**src/common/dcw_consts.svh**
```systemverilog
/*
 * Object indices, control word bit positions, reset values and mode codes
 * of the drive control word decoder.
 * Assumes inclusion by bare name from any file that needs the numbers.
 */
`ifndef DCW_CONSTS_SVH
`define DCW_CONSTS_SVH

// Object indices of axis A; axis B adds the axis offset
`define DCW_IDX_ERR        16'h603F
`define DCW_IDX_CTRL       16'h6040
`define DCW_IDX_STAT       16'h6041
`define DCW_AXIS_B_OFS     16'h0800

// Reset values
`define DCW_ERR_RST        16'h0000
`define DCW_CTRL_RST       16'h0000

// Control word bit positions
`define DCW_B_SWON         0
`define DCW_B_ENVOLT       1
`define DCW_B_QSTOP        2
`define DCW_B_ENOP         3
`define DCW_B_MS4          4
`define DCW_B_MS5          5
`define DCW_B_MS6          6
`define DCW_B_FRST         7
`define DCW_B_HALT         8
`define DCW_B_MS9          9
`define DCW_B_PTL          11
`define DCW_B_NTL          12

// Operation mode codes as presented on the mode input
`define DCW_MODE_PP        8'h01
`define DCW_MODE_PV        8'h03
`define DCW_MODE_PT        8'h04
`define DCW_MODE_HM        8'h06
`define DCW_MODE_IP        8'h07
`define DCW_MODE_CSP       8'h08
`define DCW_MODE_CSV       8'h09
`define DCW_MODE_CST       8'h0A

`endif

```
**src/common/dcw_pkg.sv**
```systemverilog
/*
 * Types of the drive control word decoder: state commands, the queue
 * state of profile position and the packed state of the decoder.
 * Assumes nothing of its surroundings.
 */
package dcw_pkg;

   // Drive state command decoded from bits 3..0
   typedef enum logic [2:0] {
      CMD_NONE     = 3'h0,
      CMD_DIS_VOLT = 3'h1,
      CMD_QSTOP    = 3'h2,
      CMD_SHUTDOWN = 3'h3,
      CMD_SWITCHON = 3'h4,
      CMD_ENOP     = 3'h5
   } dcw_cmd_t;

   // Profile position set point queue, Gray along idle -> queued
   typedef enum logic [1:0] {
      PP_IDLE   = 2'b00,
      PP_QUEUED = 2'b01
   } dcw_pp_t;

   typedef struct packed {
      logic [15:0] ctrl;
      logic [15:0] err;
      logic [15:0] rdata;
      logic        ack;
      logic        nak;
      dcw_cmd_t    cmd;
      logic        fault_rst;
      logic        ptl;
      logic        ntl;
      logic        halt;
      dcw_pp_t     pp;
      logic        q_rel;
      logic        q_chain;
      logic        pp_start;
      logic        pp_rel;
      logic        pp_chain;
      logic        hm_run;
      logic        ip_en;
   } dcw_state_t;

endpackage

```
**src/common/dcw_edge_if.sv**
```systemverilog
/*
 * Carrier between the decoder and its edge detector: the write strobe,
 * the watched bits of the written word and the rising edges found.
 * Assumes one clock shared by both ends.
 */
`timescale 1ns/100ps
`default_nettype none
interface dcw_edge_if #(parameter int W = 2);
   logic         wr;
   logic [W-1:0] data;
   logic [W-1:0] rise;
   modport src (output wr, output data, input rise);
   modport det (input wr, input data, output rise);
endinterface
`default_nettype wire

```
**src/verilog/dcw_edge_det.sv**
```systemverilog
/*
 * Rising edge detector over written words: each bit reports 0 to 1 when
 * a newly written value is compared with the value received before.
 * Assumes the write strobe is a one-cycle pulse in the clock domain.
 */
`timescale 1ns/100ps
`default_nettype none
module dcw_edge_det #(
   parameter int W = 2
) (
   input  wire logic ref_clk_i,
   input  wire logic nrst_i,
   dcw_edge_if.det   eif
);
   typedef struct packed {
      logic [W-1:0] prev;
      logic [W-1:0] rise;
   } dcw_edge_st_t;

   dcw_edge_st_t st;
   dcw_edge_st_t next_st;

   if (W < 1) begin : g_chk
      $error("dcw_edge_det: W must be at least 1");
   end

   // Edges only count on a write; a held level never repeats the pulse
   always_comb begin
      next_st      = st;
      next_st.rise = '0;
      if (eif.wr) begin
         next_st.rise = eif.data & ~st.prev;
         next_st.prev = eif.data;
      end
   end

   // State register
   always_ff @(posedge ref_clk_i or negedge nrst_i) begin
      if (!nrst_i) begin
         st <= '0;
      end else begin
         st <= next_st;
      end
   end

   assign eif.rise = st.rise;
endmodule
`default_nettype wire

```
**src/verilog/dcw_decoder.sv**
```systemverilog
/*
 * Drive control word decoder for one axis: holds the control word and
 * the last error code objects, serves object reads and writes, and turns
 * the control word into state commands, fault reset, torque limit enables
 * and the mode-specific motion controls.
 * Assumes object accesses arrive as one-cycle strobes synchronous to the
 * clock, and that the drive logic supplies mode, status and error events.
 */
// Notes on behaviour
// - Read-only 16-bit last error code object, zero after reset.
// - Read/write 16-bit control word per axis, zero after reset.
// - Fault reset only on a 0 to 1 change of bit 7.
// - Bit 11 high enables the positive torque limit, low disables it.
// - Bit 12 high enables the negative torque limit, low disables it.
// - Bit 7 low: decode disable voltage, quick stop, shutdown, switch on.
// - Bits 3..0 all high with bit 7 low: switch on and enable.
// - Profile position: bit 4 rise, bits 5, 9 low queue until reached.
// - Profile position: bit 4 rise with bit 5 high starts at once.
// - Bit 4 rise, bit 9 high, bit 5 low: keep speed, then next.
// - Profile position: bit 6 selects absolute or relative target.
// - Profile position: bit 8 high halts the axis, low lets it run.
// - Homing runs while bit 4 high; bits 5, 6, 9 reserved.
// - Homing, interpolation, profile velocity/torque: bit 8 halts.
// - Interpolation enabled by bit 4 only while bit 8 is low.
// - Cyclic modes: master holds bits 4, 5, 6, 9 low; bit 8 low runs.
// - Cyclic modes: bit 8 high halts the axis.
// - Status object is readable beside the control word.
`timescale 1ns/100ps
`default_nettype none
`include "dcw_consts.svh"
module dcw_decoder #(
   parameter logic [15:0] AXIS_OFS = 16'h0000,
   parameter int          CW_W     = 16
) (
   input  wire logic        ref_clk_i,
   input  wire logic        nrst_i,
   input  wire logic        obj_wr_i,
   input  wire logic        obj_rd_i,
   input  wire logic [15:0] obj_idx_i,
   input  wire logic [15:0] obj_wdata_i,
   output logic      [15:0] obj_rdata_o,
   output logic             obj_ack_o,
   output logic             obj_nak_o,
   input  wire logic [7:0]  op_mode_i,
   input  wire logic [15:0] status_i,
   input  wire logic        err_set_i,
   input  wire logic [15:0] err_code_i,
   input  wire logic        target_reached_i,
   output logic      [15:0] ctrl_word_o,
   output logic      [2:0]  state_cmd_o,
   output logic             fault_reset_o,
   output logic             pos_tlim_en_o,
   output logic             neg_tlim_en_o,
   output logic             halt_o,
   output logic             pp_start_o,
   output logic             pp_relative_o,
   output logic             pp_chain_o,
   output logic             pp_queued_o,
   output logic             homing_run_o,
   output logic             interp_en_o
);
   localparam int RISE_MS4  = 0;
   localparam int RISE_FRST = 1;

   if (CW_W != 16) begin : g_chk_w
      $error("dcw_decoder: control word must be 16 bits wide");
   end
   if (AXIS_OFS != 16'h0000 && AXIS_OFS != `DCW_AXIS_B_OFS) begin : g_chk_a
      $error("dcw_decoder: AXIS_OFS must select axis A or axis B");
   end

   dcw_pkg::dcw_state_t st;
   dcw_pkg::dcw_state_t next_st;

   logic [15:0] idx_err;
   logic [15:0] idx_ctrl;
   logic [15:0] idx_stat;
   logic        wr_ctrl;
   logic        mode_pp;
   logic        mode_hm;
   logic        mode_ip;
   logic        mode_cs;
   logic        mode_pvt;
   logic        mode_known;
   logic [1:0]  rise;

   // Object indices of this axis
   assign idx_err  = `DCW_IDX_ERR + AXIS_OFS;
   assign idx_ctrl = `DCW_IDX_CTRL + AXIS_OFS;
   assign idx_stat = `DCW_IDX_STAT + AXIS_OFS;
   assign wr_ctrl  = obj_wr_i && (obj_idx_i == idx_ctrl);

   // Mode classes
   assign mode_pp  = (op_mode_i == `DCW_MODE_PP);
   assign mode_hm  = (op_mode_i == `DCW_MODE_HM);
   assign mode_ip  = (op_mode_i == `DCW_MODE_IP);
   assign mode_cs  = (op_mode_i == `DCW_MODE_CSP) ||
                     (op_mode_i == `DCW_MODE_CSV) ||
                     (op_mode_i == `DCW_MODE_CST);
   assign mode_pvt = (op_mode_i == `DCW_MODE_PV) ||
                     (op_mode_i == `DCW_MODE_PT);
   assign mode_known = mode_pp || mode_hm || mode_ip || mode_cs || mode_pvt;

   // Edge detector on bits 4 and 7 of each written control word
   dcw_edge_if #(.W(2)) eif ();

   assign eif.wr   = wr_ctrl;
   assign eif.data = {obj_wdata_i[`DCW_B_FRST], obj_wdata_i[`DCW_B_MS4]};
   assign rise     = eif.rise;

   dcw_edge_det #(.W(2)) u_edge (
      .ref_clk_i (ref_clk_i),
      .nrst_i    (nrst_i),
      .eif       (eif)
   );

   // Object access, command decode and set point queue
   always_comb begin
      next_st           = st;
      next_st.ack       = 1'b0;
      next_st.nak       = 1'b0;
      next_st.fault_rst = 1'b0;
      next_st.pp_start  = 1'b0;

      // Writes win over a read in the same cycle; only the control word
      // is writable, so a write anywhere else is refused
      if (obj_wr_i) begin
         if (obj_idx_i == idx_ctrl) begin
            next_st.ctrl = obj_wdata_i;
            next_st.ack  = 1'b1;
         end else begin
            next_st.nak  = 1'b1;
         end
      end else if (obj_rd_i) begin
         next_st.ack = 1'b1;
         if (obj_idx_i == idx_ctrl) begin
            next_st.rdata = st.ctrl;
         end else if (obj_idx_i == idx_err) begin
            next_st.rdata = st.err;
         end else if (obj_idx_i == idx_stat) begin
            next_st.rdata = status_i;
         end else begin
            next_st.rdata = 16'h0000;
            next_st.ack   = 1'b0;
            next_st.nak   = 1'b1;
         end
      end

      // Last error code follows the drive's error events
      if (err_set_i) begin
         next_st.err = err_code_i;
      end

      // Fault reset fires once per rising edge, never on a held level
      next_st.fault_rst = rise[RISE_FRST];

      // Torque limit enables are plain levels; bits 10 and 13..15 unused
      next_st.ptl = st.ctrl[`DCW_B_PTL];
      next_st.ntl = st.ctrl[`DCW_B_NTL];

      // State command; fault reset high suppresses the command
      if (st.ctrl[`DCW_B_FRST]) begin
         next_st.cmd = dcw_pkg::CMD_NONE;
      end else if (!st.ctrl[`DCW_B_ENVOLT]) begin
         next_st.cmd = dcw_pkg::CMD_DIS_VOLT;
      end else if (!st.ctrl[`DCW_B_QSTOP]) begin
         next_st.cmd = dcw_pkg::CMD_QSTOP;
      end else if (!st.ctrl[`DCW_B_SWON]) begin
         next_st.cmd = dcw_pkg::CMD_SHUTDOWN;
      end else if (!st.ctrl[`DCW_B_ENOP]) begin
         next_st.cmd = dcw_pkg::CMD_SWITCHON;
      end else begin
         next_st.cmd = dcw_pkg::CMD_ENOP;
      end

      // Halt applies in every mode the decoder knows; in cyclic modes
      // bit 8 low means execute or continue
      next_st.halt = mode_known &&
                     st.ctrl[`DCW_B_HALT];

      // Homing and interpolation are levels gated by halt; the reserved
      // bits 5, 6 and 9 are never looked at in these modes
      next_st.hm_run = mode_hm && st.ctrl[`DCW_B_MS4] &&
                       !st.ctrl[`DCW_B_HALT];
      next_st.ip_en  = mode_ip && st.ctrl[`DCW_B_MS4] &&
                       !st.ctrl[`DCW_B_HALT];

      // Cyclic and profile velocity/torque modes take only halt here;
      // bits 4, 5, 6 and 9 are left to the master to hold low

      // Profile position set point handling
      if (!mode_pp) begin
         next_st.pp       = dcw_pkg::PP_IDLE;
         next_st.q_chain  = 1'b0;
         next_st.pp_chain = 1'b0;
      end else if (rise[RISE_MS4]) begin
         // A new set point; bit 6 fixes how the target is read
         if (st.ctrl[`DCW_B_MS5] || (target_reached_i &&
             st.pp == dcw_pkg::PP_IDLE)) begin
            next_st.pp_start = 1'b1;
            next_st.pp_rel   = st.ctrl[`DCW_B_MS6];
            next_st.pp_chain = 1'b0;
            next_st.pp       = dcw_pkg::PP_IDLE;
         end else begin
            next_st.pp      = dcw_pkg::PP_QUEUED;
            next_st.q_rel   = st.ctrl[`DCW_B_MS6];
            next_st.q_chain = st.ctrl[`DCW_B_MS9];
            // Chain level shows as soon as the set point is queued
            next_st.pp_chain = st.ctrl[`DCW_B_MS9];
         end
      end else if (st.pp == dcw_pkg::PP_QUEUED && target_reached_i) begin
         // Queued set point released once the current target is reached
         next_st.pp_start = 1'b1;
         next_st.pp_rel   = st.q_rel;
         next_st.pp_chain = st.q_chain;
         next_st.pp       = dcw_pkg::PP_IDLE;
      end else if (st.pp == dcw_pkg::PP_QUEUED) begin
         // Chained moves keep profile speed through the current target
         next_st.pp_chain = st.q_chain;
      end
   end

   // State register
   always_ff @(posedge ref_clk_i or negedge nrst_i) begin
      if (!nrst_i) begin
         st      <= '0;
         st.ctrl <= `DCW_CTRL_RST;
         st.err  <= `DCW_ERR_RST;
         st.cmd  <= dcw_pkg::CMD_NONE;
         st.pp   <= dcw_pkg::PP_IDLE;
      end else begin
         st <= next_st;
      end
   end

   // Outputs straight from the state register
   assign obj_rdata_o   = st.rdata;
   assign obj_ack_o     = st.ack;
   assign obj_nak_o     = st.nak;
   assign ctrl_word_o   = st.ctrl;
   assign state_cmd_o   = st.cmd;
   assign fault_reset_o = st.fault_rst;
   assign pos_tlim_en_o = st.ptl;
   assign neg_tlim_en_o = st.ntl;
   assign halt_o        = st.halt;
   assign pp_start_o    = st.pp_start;
   assign pp_relative_o = st.pp_rel;
   assign pp_chain_o    = st.pp_chain;
   assign pp_queued_o   = st.pp[0]; // Only the queued code has bit 0 set
   assign homing_run_o  = st.hm_run;
   assign interp_en_o   = st.ip_en;
endmodule
`default_nettype wire

```
**config.mk**
```make
export PLATFORM = sky130hd
export DESIGN_NAME = dcw_decoder
export DESIGN_NICKNAME = d
export VERILOG_FILES = /design/src/common/dcw_pkg.sv /design/src/common/dcw_edge_if.sv /design/src/verilog/dcw_edge_det.sv /design/src/verilog/dcw_decoder.sv
export VERILOG_INCLUDE_DIRS = /design/src /design/src/common
export SDC_FILE = /design/constraint.sdc
export NUM_CORES = 1
export LEC_CHECK = 0
export BUFFER_PORTS_ARGS = -buffer_cell sky130_fd_sc_hd__buf_2
export CORE_UTILIZATION = 43
export DETAILED_ROUTE_END_ITERATION = 10
export PLACE_DENSITY = 0.72
export SLEW_MARGIN = 20
export SYNTH_ARGS = -nofsm -noshare
export SYNTH_HDL_FRONTEND = slang
export SYNTH_SLANG_ARGS = --single-unit
```
**constraint.sdc**
```tcl
create_clock -name ref_clk_i -period 2.7 [get_ports ref_clk_i]
set_input_delay 0.135 -clock ref_clk_i [delete_from_list [all_inputs] [get_ports ref_clk_i]]
set_output_delay 0.135 -clock ref_clk_i [all_outputs]
set_load 0.01 [all_outputs]
```
==> impl_metrics.ini, run 1 <==
[status]
status = finished clean

[min_path]
min_path_cells = 2
hp-class = in -> reg

[placed_design]
io_buffer_count = 124
detailed_place_hpwl_um = 5260
globalplace.congestion = 0.816
dp_slack_ns = 0.751

[pwr]
power_density_nw_per_um2 = 526
total_power_mw = 2.00
ir_drop_v = 0.000226
p_leak_nw = 1.89

[synth]
yosys.area.top_type = dfrtp_1
synthCells = 282
yosys-top-cells-area = dfrtp_1 (53%), buf_4 (8.2%), mux2_2 (8.1%)
syn_area_um2 = 3190
synth-edff-count = 0
synth_flop_cell = dfrtp_1
ys_ff_latch = 67
yosysSeqAreaShare_pct = 52.6
synthArstFlopShare_pct = 100
yosysUniqueCellTypes = 36
synth_top_area_share_pct = 52.6
ys_warn_count = 0
synth_nets = 360
syn_area_per_cell_um2 = 11.3

[setup_path]
crit_fanout = 16
cp-endpoint = obj_rdata_o[15]
crit_type = in -> reg
arrival_ns = 1.81
critPathBufInv = 1
critPathMaxStageDelay_ns = 0.61
critical_path.cell_chain = buf_2 > nor3_1 > nand4_2 > nand3b_1 > o22ai_1 > a31oi_1
cp_slowest_cell = nand3b_1
r2r-end = st[6]
path_delay_family = simple AND/OR/NAND/NOR gates
r2r_slack_ns = 1.21
rr_worst_depth = 5
crit_path_start_kind = primary input
critical_path_depth = 6
timing.critical_path.from = obj_idx_i[3]
required_ns = 2.89
r2r-start = pp_queued_o
endpoint_kind = flip-flop

[routing]
ant_nets = 0
drtIter0Drc = 126
first_pass_iters = 4
vias = 2368
wl_per_cell_um = 14.4
via_per_inst = 4.94
drt_wl_total_um = 6880
drc_errors = 0

[timing]
timing.fmax_mhz = 616
finalCritPeriodShare_pct = 60.1
skew_ns = 0.00667
tns_ns = 0
worstMarginPinSlew_ns = 0.712
finalMaxSlewViolations = 0
setup_slack_ns = 1.08
period_needed_ns = 1.62
hold_viol = 0
hold_ws_ns = 0.0305
setup_violations = 0
slew_headroom_pct = 52.5
rsz0062_at_grt = false

[global_route]
antenna_found_initial = 0
grt_pass1_wl_um = 10900
grt_pass1_vias = 2288
overflow = 0
grt_use_total_pct = 18.8
grt_max_degree = 35

[cts]
cts_sinks = 67
cts_tree = yes
cts_buffers = 9
htreeDepth = 3
post_cts_buffers = 0
root_buffer = clkbuf_8
path_clk_slew_ns = 0.07
worstSkewPairLatency_ns = 0.33
post_cts_resize_count = 0
cts_max_path_buffers = 2

[final_layout]
seq_area_um2 = 1680
drive_above_1_share_pct = 48.7
diodes = 0
syn_to_final_growth_pct = 19.6
nFillCells = 674
num-nets-final = 453
multi_input_area_um2 = 1160

[floorplan]
core_area_um2 = 7210
die_h_um = 88.1
pin_count = 125
dieWidth_um = 88.1
dieArea_um2 = 7760
start_util_pct = 44.2
std_cell_rows = 31

[job]
drv_cap = 0
[registers in the layout, indices dropped and copies added, names as in the netlist, 2 cells and up]
signal and count:
st 18, ctrl_word_o 16, obj_rdata_o 16, state_cmd_o 3, u_edge.eif.rise 2
[cell type report]
| cell class | count | share of cell area (%) |
|---|---|---|
| flip-flops and latches | 67 | 44.0 |
| clock buffers | 10 | 3.35 |
| repair buffers | 129 | 17.4 |
| multi-input cells | 162 | 30.5 |
| inverters | 6 | 0.591 |
| well taps | 99 | 3.25 |
| clock inverters | 6 | 0.854 |
[worst reg2reg max path: stages (launching register included)]
cell and delay, ns:
dfrtp_1 0.38, inv_1 0.07, a21oi_1 0.32, nand2_1 0.14, nor2_1 0.12, mux2_2 0.34
[cell families (layout without fill, tap and decap cells)]
logic type             count (synthesis)  count (layout)  share of synthesized area, %
AND/OR/NAND/NOR                       63              63                          11.4
buffers and inverters                 53             151                          11.0
multiplexers                          33              33                          12.8
AO/OA/AOI/OAI                         66              66                          12.2
flip-flops                            67              67                          52.6
[cell usage after synthesis (2+ instances only)]
master	n
a21oi_1	7
a31oi_1	19
buf_2	3
buf_4	35
buf_6	2
clkbuf_1	6
dfrtp_1	67
inv_1	6
mux2_2	23
mux2_4	10
nand2_1	27
nand2b_1	2
nand3_1	3
nand4_1	2
nor2_1	10
nor3_1	3
nor3b_1	3
o21ai_0	12
o21ai_1	9
o22ai_1	17
[placed cells by master (no fill, tap or decap), drive strengths merged, types with 5 or more instances in the layout]
cell	n
inv	6
clkbuf	10
clkinv	5
a31oi	19
o21ai	21
a21oi	8
buf	127
nand2	28
mux2	33
dfrtp	67
nor2	12
o22ai	17
[worst min path at each step]
stage / to / from / slack (ns)
2_1_floorplan: ctrl_word_o[0] / nrst_i / -0.16
3_3_place_gp: interp_en_o / nrst_i / 0.22
3_5_place_dp: homing_run_o / nrst_i / 0.23
4_1_cts: ctrl_word_o[3] / obj_wdata_i[3] / 0.02
5_1_grt: ctrl_word_o[2] / obj_wdata_i[2] / 0.02
6_report: ctrl_word_o[14] / obj_wdata_i[14] / 0.03
[power breakdown]
part	internal, mW	switching [mW]
combinational	0.113	0.111
clock	0.325	0.369
sequential	1.06	0.0282
[per-stage QoR]
stage	util [%]	area, um^2	cells
6_report	52.8	3810	479
5_1_grt	52.8	3810	479
4_1_cts	52.8	3810	479
3_5_place_dp	50.3	3630	461
3_3_place_gp	50.3	3630	461
2_1_floorplan	-	3190	282
[what timing repair did]
| item | in CTS | in global routing |
|---|---|---|
| endpoints found under the setup margin | 0 | 0 |
| hold buffers | 2 | 0 |
| hold endpoints to repair | 31 | 0 |
[metal layers]
metal | share of wire (%) | global-route usage [%] | wire length, um
met3 | 5.5 | 3.02 | 377
met2 | 47 | 28.7 | 3240
met5 | 0 | 0 | 0
met1 | 46 | 25.7 | 3140
met4 | 1.8 | 10.1 | 121
No activity file was read; power rests on OpenSTA's default activity.
==> run 2, diff against run 1 <==
--- a/config.mk
+++ b/config.mk
@@ -6,10 +6,11 @@
 export SDC_FILE = /design/constraint.sdc
 export NUM_CORES = 1
 export LEC_CHECK = 0
+export ABC_AREA = 1
 export BUFFER_PORTS_ARGS = -buffer_cell sky130_fd_sc_hd__buf_2
 export CORE_UTILIZATION = 43
 export DETAILED_ROUTE_END_ITERATION = 10
-export PLACE_DENSITY = 0.72
+export PLACE_DENSITY = 0.71
 export SLEW_MARGIN = 20
 export SYNTH_ARGS = -nofsm -noshare
 export SYNTH_HDL_FRONTEND = slang
==> constraint.sdc (replaced) <==
create_clock -name ref_clk_i -period 1.7 [get_ports ref_clk_i]
set_input_delay 0.085 -clock ref_clk_i [delete_from_list [all_inputs] [get_ports ref_clk_i]]
set_output_delay 0.085 -clock ref_clk_i [all_outputs]
set_load 0.01 [all_outputs]
==> impl_metrics.ini, run 2 <==
[cts]
root_buffer = clkbuf_8
cts_buffers = 9
cts_tree = yes
htreeDepth = 3
worstSkewPairLatency_ns = 0.34
cts_max_path_buffers = 2
cts_sinks = 67
path_clk_slew_ns = 0.07

[synth]
synth-compound-area-share_pct = 2.14
synthAdderAreaFrac_pct = 0
yosysUniqueCellTypes = 26
synth_most_common_cell = nand2_1
syn_area_per_cell_um2 = 8.49
synth_xor_area_share_pct = 0
syn_area_um2 = 3450
synth_flop_cell = dfrtp_1
yosys-top-cells-area = dfrtp_1 (49%), nand2_1 (14%), nand3_1 (11%)
synth_top_area_share_pct = 48.6
synthArstFlopShare_pct = 100
synthCells = 406
yosys.area.top_type = dfrtp_1
muxShareOfSynthArea_pct = 5.22
synth_nets = 484
yosys-top-cells-count = nand2_1 (126), nand3_1 (73), dfrtp_1 (67)
ys_warn_count = 0
synth_top_family_by_area = simple AND/OR/NAND/NOR gates
synth-edff-count = 0
ys_ff_latch = 67
synth-simple-area-share_pct = 31.0
yosysSeqAreaShare_pct = 48.6

[routing]
drc_errors = 0
via_per_inst = 4.88
drtIter0Drc = 136
ant_nets = 0
wl_per_cell_um = 13.4
first_pass_iters = 5
vias = 3109
drt_wl_total_um = 8520

[pwr]
p_int_mw = 2.36
power_density_nw_per_um2 = 702
pwr-share-comb_pct = 10.0
p_sw_uw = 732
ir_drop_v = 0.000358
seq_power_share_pct = 53.6
switching_share_pct = 23.7
pwr-share-clk_pct = 36.4
p_leak_nw = 2.48

[global_route]
grt_max_degree = 68
antenna_found_initial = 0
grt_use_total_pct = 21.8
grt_pass1_wl_um = 14200
grt_pass1_vias = 3041
overflow = 0

[floorplan]
dieWidth_um = 91.6
dieArea_um2 = 8380
core_area_um2 = 7730
std_cell_rows = 32
die_h_um = 91.6
pin_count = 125
start_util_pct = 44.6

[timing]
setup_violations = 0
slew_headroom_pct = 66.7
worstMarginPinSlew_ns = 0.497
skew_ns = 0.00716
finalCritPeriodShare_pct = 88.7
finalMaxSlewViolations = 0
timing.fmax_mhz = 664
hold_viol = 0
rsz0062_at_grt = false
tns_ns = 0
period_needed_ns = 1.51

[job]
drv_cap = 0

[final_layout]
syn_to_final_growth_pct = 27.6
final_util_pct = 56.9
diodes = 0
final_area_um2 = 4400
num-nets-final = 609
final_common_cell = nand2_1
largest_register = st
largest_reg_flops = 18
drive_above_1_share_pct = 32.5
most-common-layout-cells = nand2_1 (126), buf_2 (124), nand3_1 (73)

[min_path]
hp-class = in -> reg
hp-start = err_code_i[11]
min_path_cells = 2

[status]
status = finished clean

[placed_design]
io_buffer_count = 124
detailed_place_hpwl_um = 5950
globalplace.congestion = 0.797
dpl-instance-area_um2 = 3900

[setup_path]
required_ns = 1.92
crit_type = in -> reg
crit_path_start_kind = primary input
r2r-start = pp_queued_o
rr_worst_depth = 7
critical_path.cell_chain = buf_2 > nor2_1 > nand2_1 > nor2_4 > buf_6 > nand2_1 > nand4_1 > nand2_1 > dlygate4sd3_1
endpoint_kind = flip-flop
crit_top_cell = nand2_1
timing.critical_path.from = obj_idx_i[11]
critPathMaxStageDelay_ns = 0.55
crit_fanout = 50
cp_slowest_cell = dlygate4sd3_1
arrival_ns = 1.72
run 2: critical path: cells and delay by family:
family                 cells  cell delay [ns]
AND/OR/NAND/NOR            6             0.67
buffers and inverters      3             0.96
run 2: area by class of cell:
class / count / area [um^2]
inverter: 24 / 90.1
tap: 102 / 128
sequential: 67 / 1680
clock buffer: 12 / 145
timing repair buffer: 164 / 1020
fill: 672 / 3330
multi-input combinational: 265 / 1320
clock inverter: 3 / 15.0
run 2: worst paths after layout:
kind	endpoint	slack [ns]
worst max-delay path	obj_nak_o	0.19
max in group asynchronous	st[45]	1.11
min in group asynchronous	pos_tlim_en_o	0.30
worst min-delay path	st[45]	0.03
worst max register to register	st[6]	0.37
worst min register to register	fault_reset_o	0.36
run 2: metal layers:
| layer | track usage [%] | routed length [um] |
|---|---|---|
| met1 | 26.6 | 3510 |
| met2 | 37.1 | 4290 |
| met3 | 5.61 | 576 |
| met4 | 7.94 | 146 |
| met5 | 0 | 0 |
run 2: cells by family (layout without fill, tap and decap cells):
logic type	Yosys count	count (layout)
simple gates	236	236
buf+inv	74	203
flops	67	67
compound gates	13	13
mux	16	16
run 2: per-stage QoR:
stage,setup slack (ns),std cells,power (mW),hold slack [ns]
4_1_cts,0.178,637,3.13,0.00679
6_report,0.193,637,3.09,0.0257
3_5_place_dp,0.309,588,1.93,0.137
2_1_floorplan,0.499,406,1.78,-0.211
5_1_grt,0.0526,637,3.23,0.00510
3_3_place_gp,0.319,588,1.93,0.131
run 2: power groups by stage:
stage / Combinational, mW / Sequential [mW] / Clock, mW
2_1_floorplan: 0.0951 / 1.68 / 0
3_3_place_gp: 0.243 / 1.69 / 0
3_5_place_dp: 0.249 / 1.69 / 0
4_1_cts: 0.310 / 1.66 / 1.16
5_1_grt: 0.343 / 1.66 / 1.23
6_report: 0.309 / 1.66 / 1.13
run 2: what timing repair did:
item                                    4_1_cts  5_1_grt
hold buffers                                 34        0
resized for setup                             0        1
endpoints found under the setup margin        0        1
setup buffers                                 0        0
hold endpoints to repair                    101        0
==> run 3, diff against run 2 <==
--- a/config.mk
+++ b/config.mk
@@ -8,9 +8,11 @@
 export LEC_CHECK = 0
 export ABC_AREA = 1
 export BUFFER_PORTS_ARGS = -buffer_cell sky130_fd_sc_hd__buf_2
-export CORE_UTILIZATION = 43
+export CELL_PAD_IN_SITES_DETAIL_PLACEMENT = 0
+export CELL_PAD_IN_SITES_GLOBAL_PLACEMENT = 1
+export CORE_UTILIZATION = 39
 export DETAILED_ROUTE_END_ITERATION = 10
-export PLACE_DENSITY = 0.71
+export PLACE_DENSITY_LB_ADDON = 0.1
 export SLEW_MARGIN = 20
 export SYNTH_ARGS = -nofsm -noshare
 export SYNTH_HDL_FRONTEND = slang
==> constraint.sdc (replaced) <==
create_clock -name ref_clk_i -period 1.9 [get_ports ref_clk_i]
set_input_delay 0.095 -clock ref_clk_i [delete_from_list [all_inputs] [get_ports ref_clk_i]]
set_output_delay 0.095 -clock ref_clk_i [all_outputs]
set_load 0.01 [all_outputs]
==> impl_metrics.ini, run 3 (synthesized netlist as in run 2, its figures left out) <==
[global_route]
overflow = 0
grt_pass1_wl_um = 14000
grt_max_degree = 40
grt_use_total_pct = 20.4
grt_pass1_vias = 2913
antenna_found_initial = 0

[final_layout]
final_util_pct = 53.0
largest_reg_flops = 18
syn_to_final_growth_pct = 28.9
final_common_cell = nand2_1
final_area_um2 = 4440
largest_register = st
most-common-layout-cells = nand2_1 (126), buf_2 (124), nand3_1 (73)
diodes = 0
multi_input_area_um2 = 1320
seq_area_um2 = 1680
drive_above_1_share_pct = 33.1
nFillCells = 846
num-nets-final = 608

[cts]
cts_tree = yes
worstSkewPairLatency_ns = 0.35
htreeDepth = 3
post_cts_resize_count = 0
root_buffer = clkbuf_8
path_clk_slew_ns = 0.08
cts_max_path_buffers = 2
cts_sinks = 67
cts_buffers = 9

[routing]
wl_per_cell_um = 13.6
via_per_inst = 4.69
vias = 3003
ant_nets = 0
drtIter0Drc = 93
drc_errors = 0
first_pass_iters = 4
drt_wl_total_um = 8670

[setup_path]
arrival_ns = 1.57
r2r_slack_ns = 0.57
crit_path_start_kind = flip-flop
rr_worst_depth = 6
crit_fanout = 4
crit_type = reg -> reg
required_ns = 2.15
endpoint_kind = flip-flop

[pwr]
power_density_nw_per_um2 = 665
total_power_mw = 2.95
p_leak_nw = 2.49
ir_drop_v = 0.000424

[floorplan]
dieArea_um2 = 9220
core_area_um2 = 8380
die_h_um = 96.0
dieWidth_um = 96.0
pin_count = 125
std_cell_rows = 33
start_util_pct = 41.1

[timing]
setup_violations = 0
hold_viol = 0
slew_headroom_pct = 60.9
finalMaxSlewViolations = 0
skew_ns = 0.0108
tns_ns = 0
worstMarginPinSlew_ns = 0.586
period_needed_ns = 1.33
finalCritPeriodShare_pct = 69.9
rsz0062_at_grt = false
timing.fmax_mhz = 753

[placed_design]
dpl-instance-area_um2 = 3910
detailed_place_hpwl_um = 6350
io_buffer_count = 124
globalplace.congestion = 0.727

[min_path]
hp-class = in -> reg
min_path_cells = 3

[job]
drv_cap = 0

[status]
status = finished clean
[run 3: path summary, 6_finish.rpt]
| kind | startpoint | to |
|---|---|---|
| worst min-delay path | obj_rd_i | obj_nak_o |
| worst min register to register | u_edge.eif.rise[1] | fault_reset_o |
| max in group asynchronous | nrst_i | st[39] |
| worst max register to register | ctrl_word_o[5] | st[6] |
| min in group asynchronous | nrst_i | obj_rdata_o[12] |
| worst max-delay path | ctrl_word_o[5] | st[6] |
[run 3: critical path, stage by stage, from the launching register on]
cell     delay (ns)
dfrtp_1        0.47
a21oi_1        0.24
nand2_1        0.14
nor2_1         0.18
inv_1          0.09
nand2_1        0.06
nand2_1        0.05
[run 3: through the flow]
stage | worst slack (ns) | std cells | hold slack [ns]
floorplan | 0.699 | 406 | -0.201
finish | 0.572 | 640 | 0.0263
global route | 0.448 | 640 | 0.0333
global placement | 0.343 | 591 | 0.135
CTS | 0.593 | 640 | 0.00614
detailed placement | 0.294 | 591 | 0.140
[run 3: layout make-up]
cell class              count  share of cell area, %
well taps                 105                   2.96
repair buffers            163                   23.0
clock inverters             7                   1.75
multi-input cells         265                   29.8
inverters                  24                   2.03
clock buffers               9                   2.79
flip-flops and latches     67                   37.7
[run 3: power breakdown]
group	internal [mW]	total, mW	switching, mW
Clock	0.614	1.20	0.582
Combinational	0.154	0.279	0.126
Sequential	1.46	1.48	0.0179
[run 3: timing repair]
item,in CTS,in global routing
hold buffers,33,0
endpoints found under the hold margin,53,0
setup buffers,0,0
[run 3: routing by layer]
layer / vias up / track usage, % / wire [um]
met4: 0 / 6.72 / 114
met5: - / 0 / 0
met2: 90 / 34.7 / 4200
li1: 1525 / - / -
met3: 12 / 4.58 / 497
met1: 1376 / 25.5 / 3860
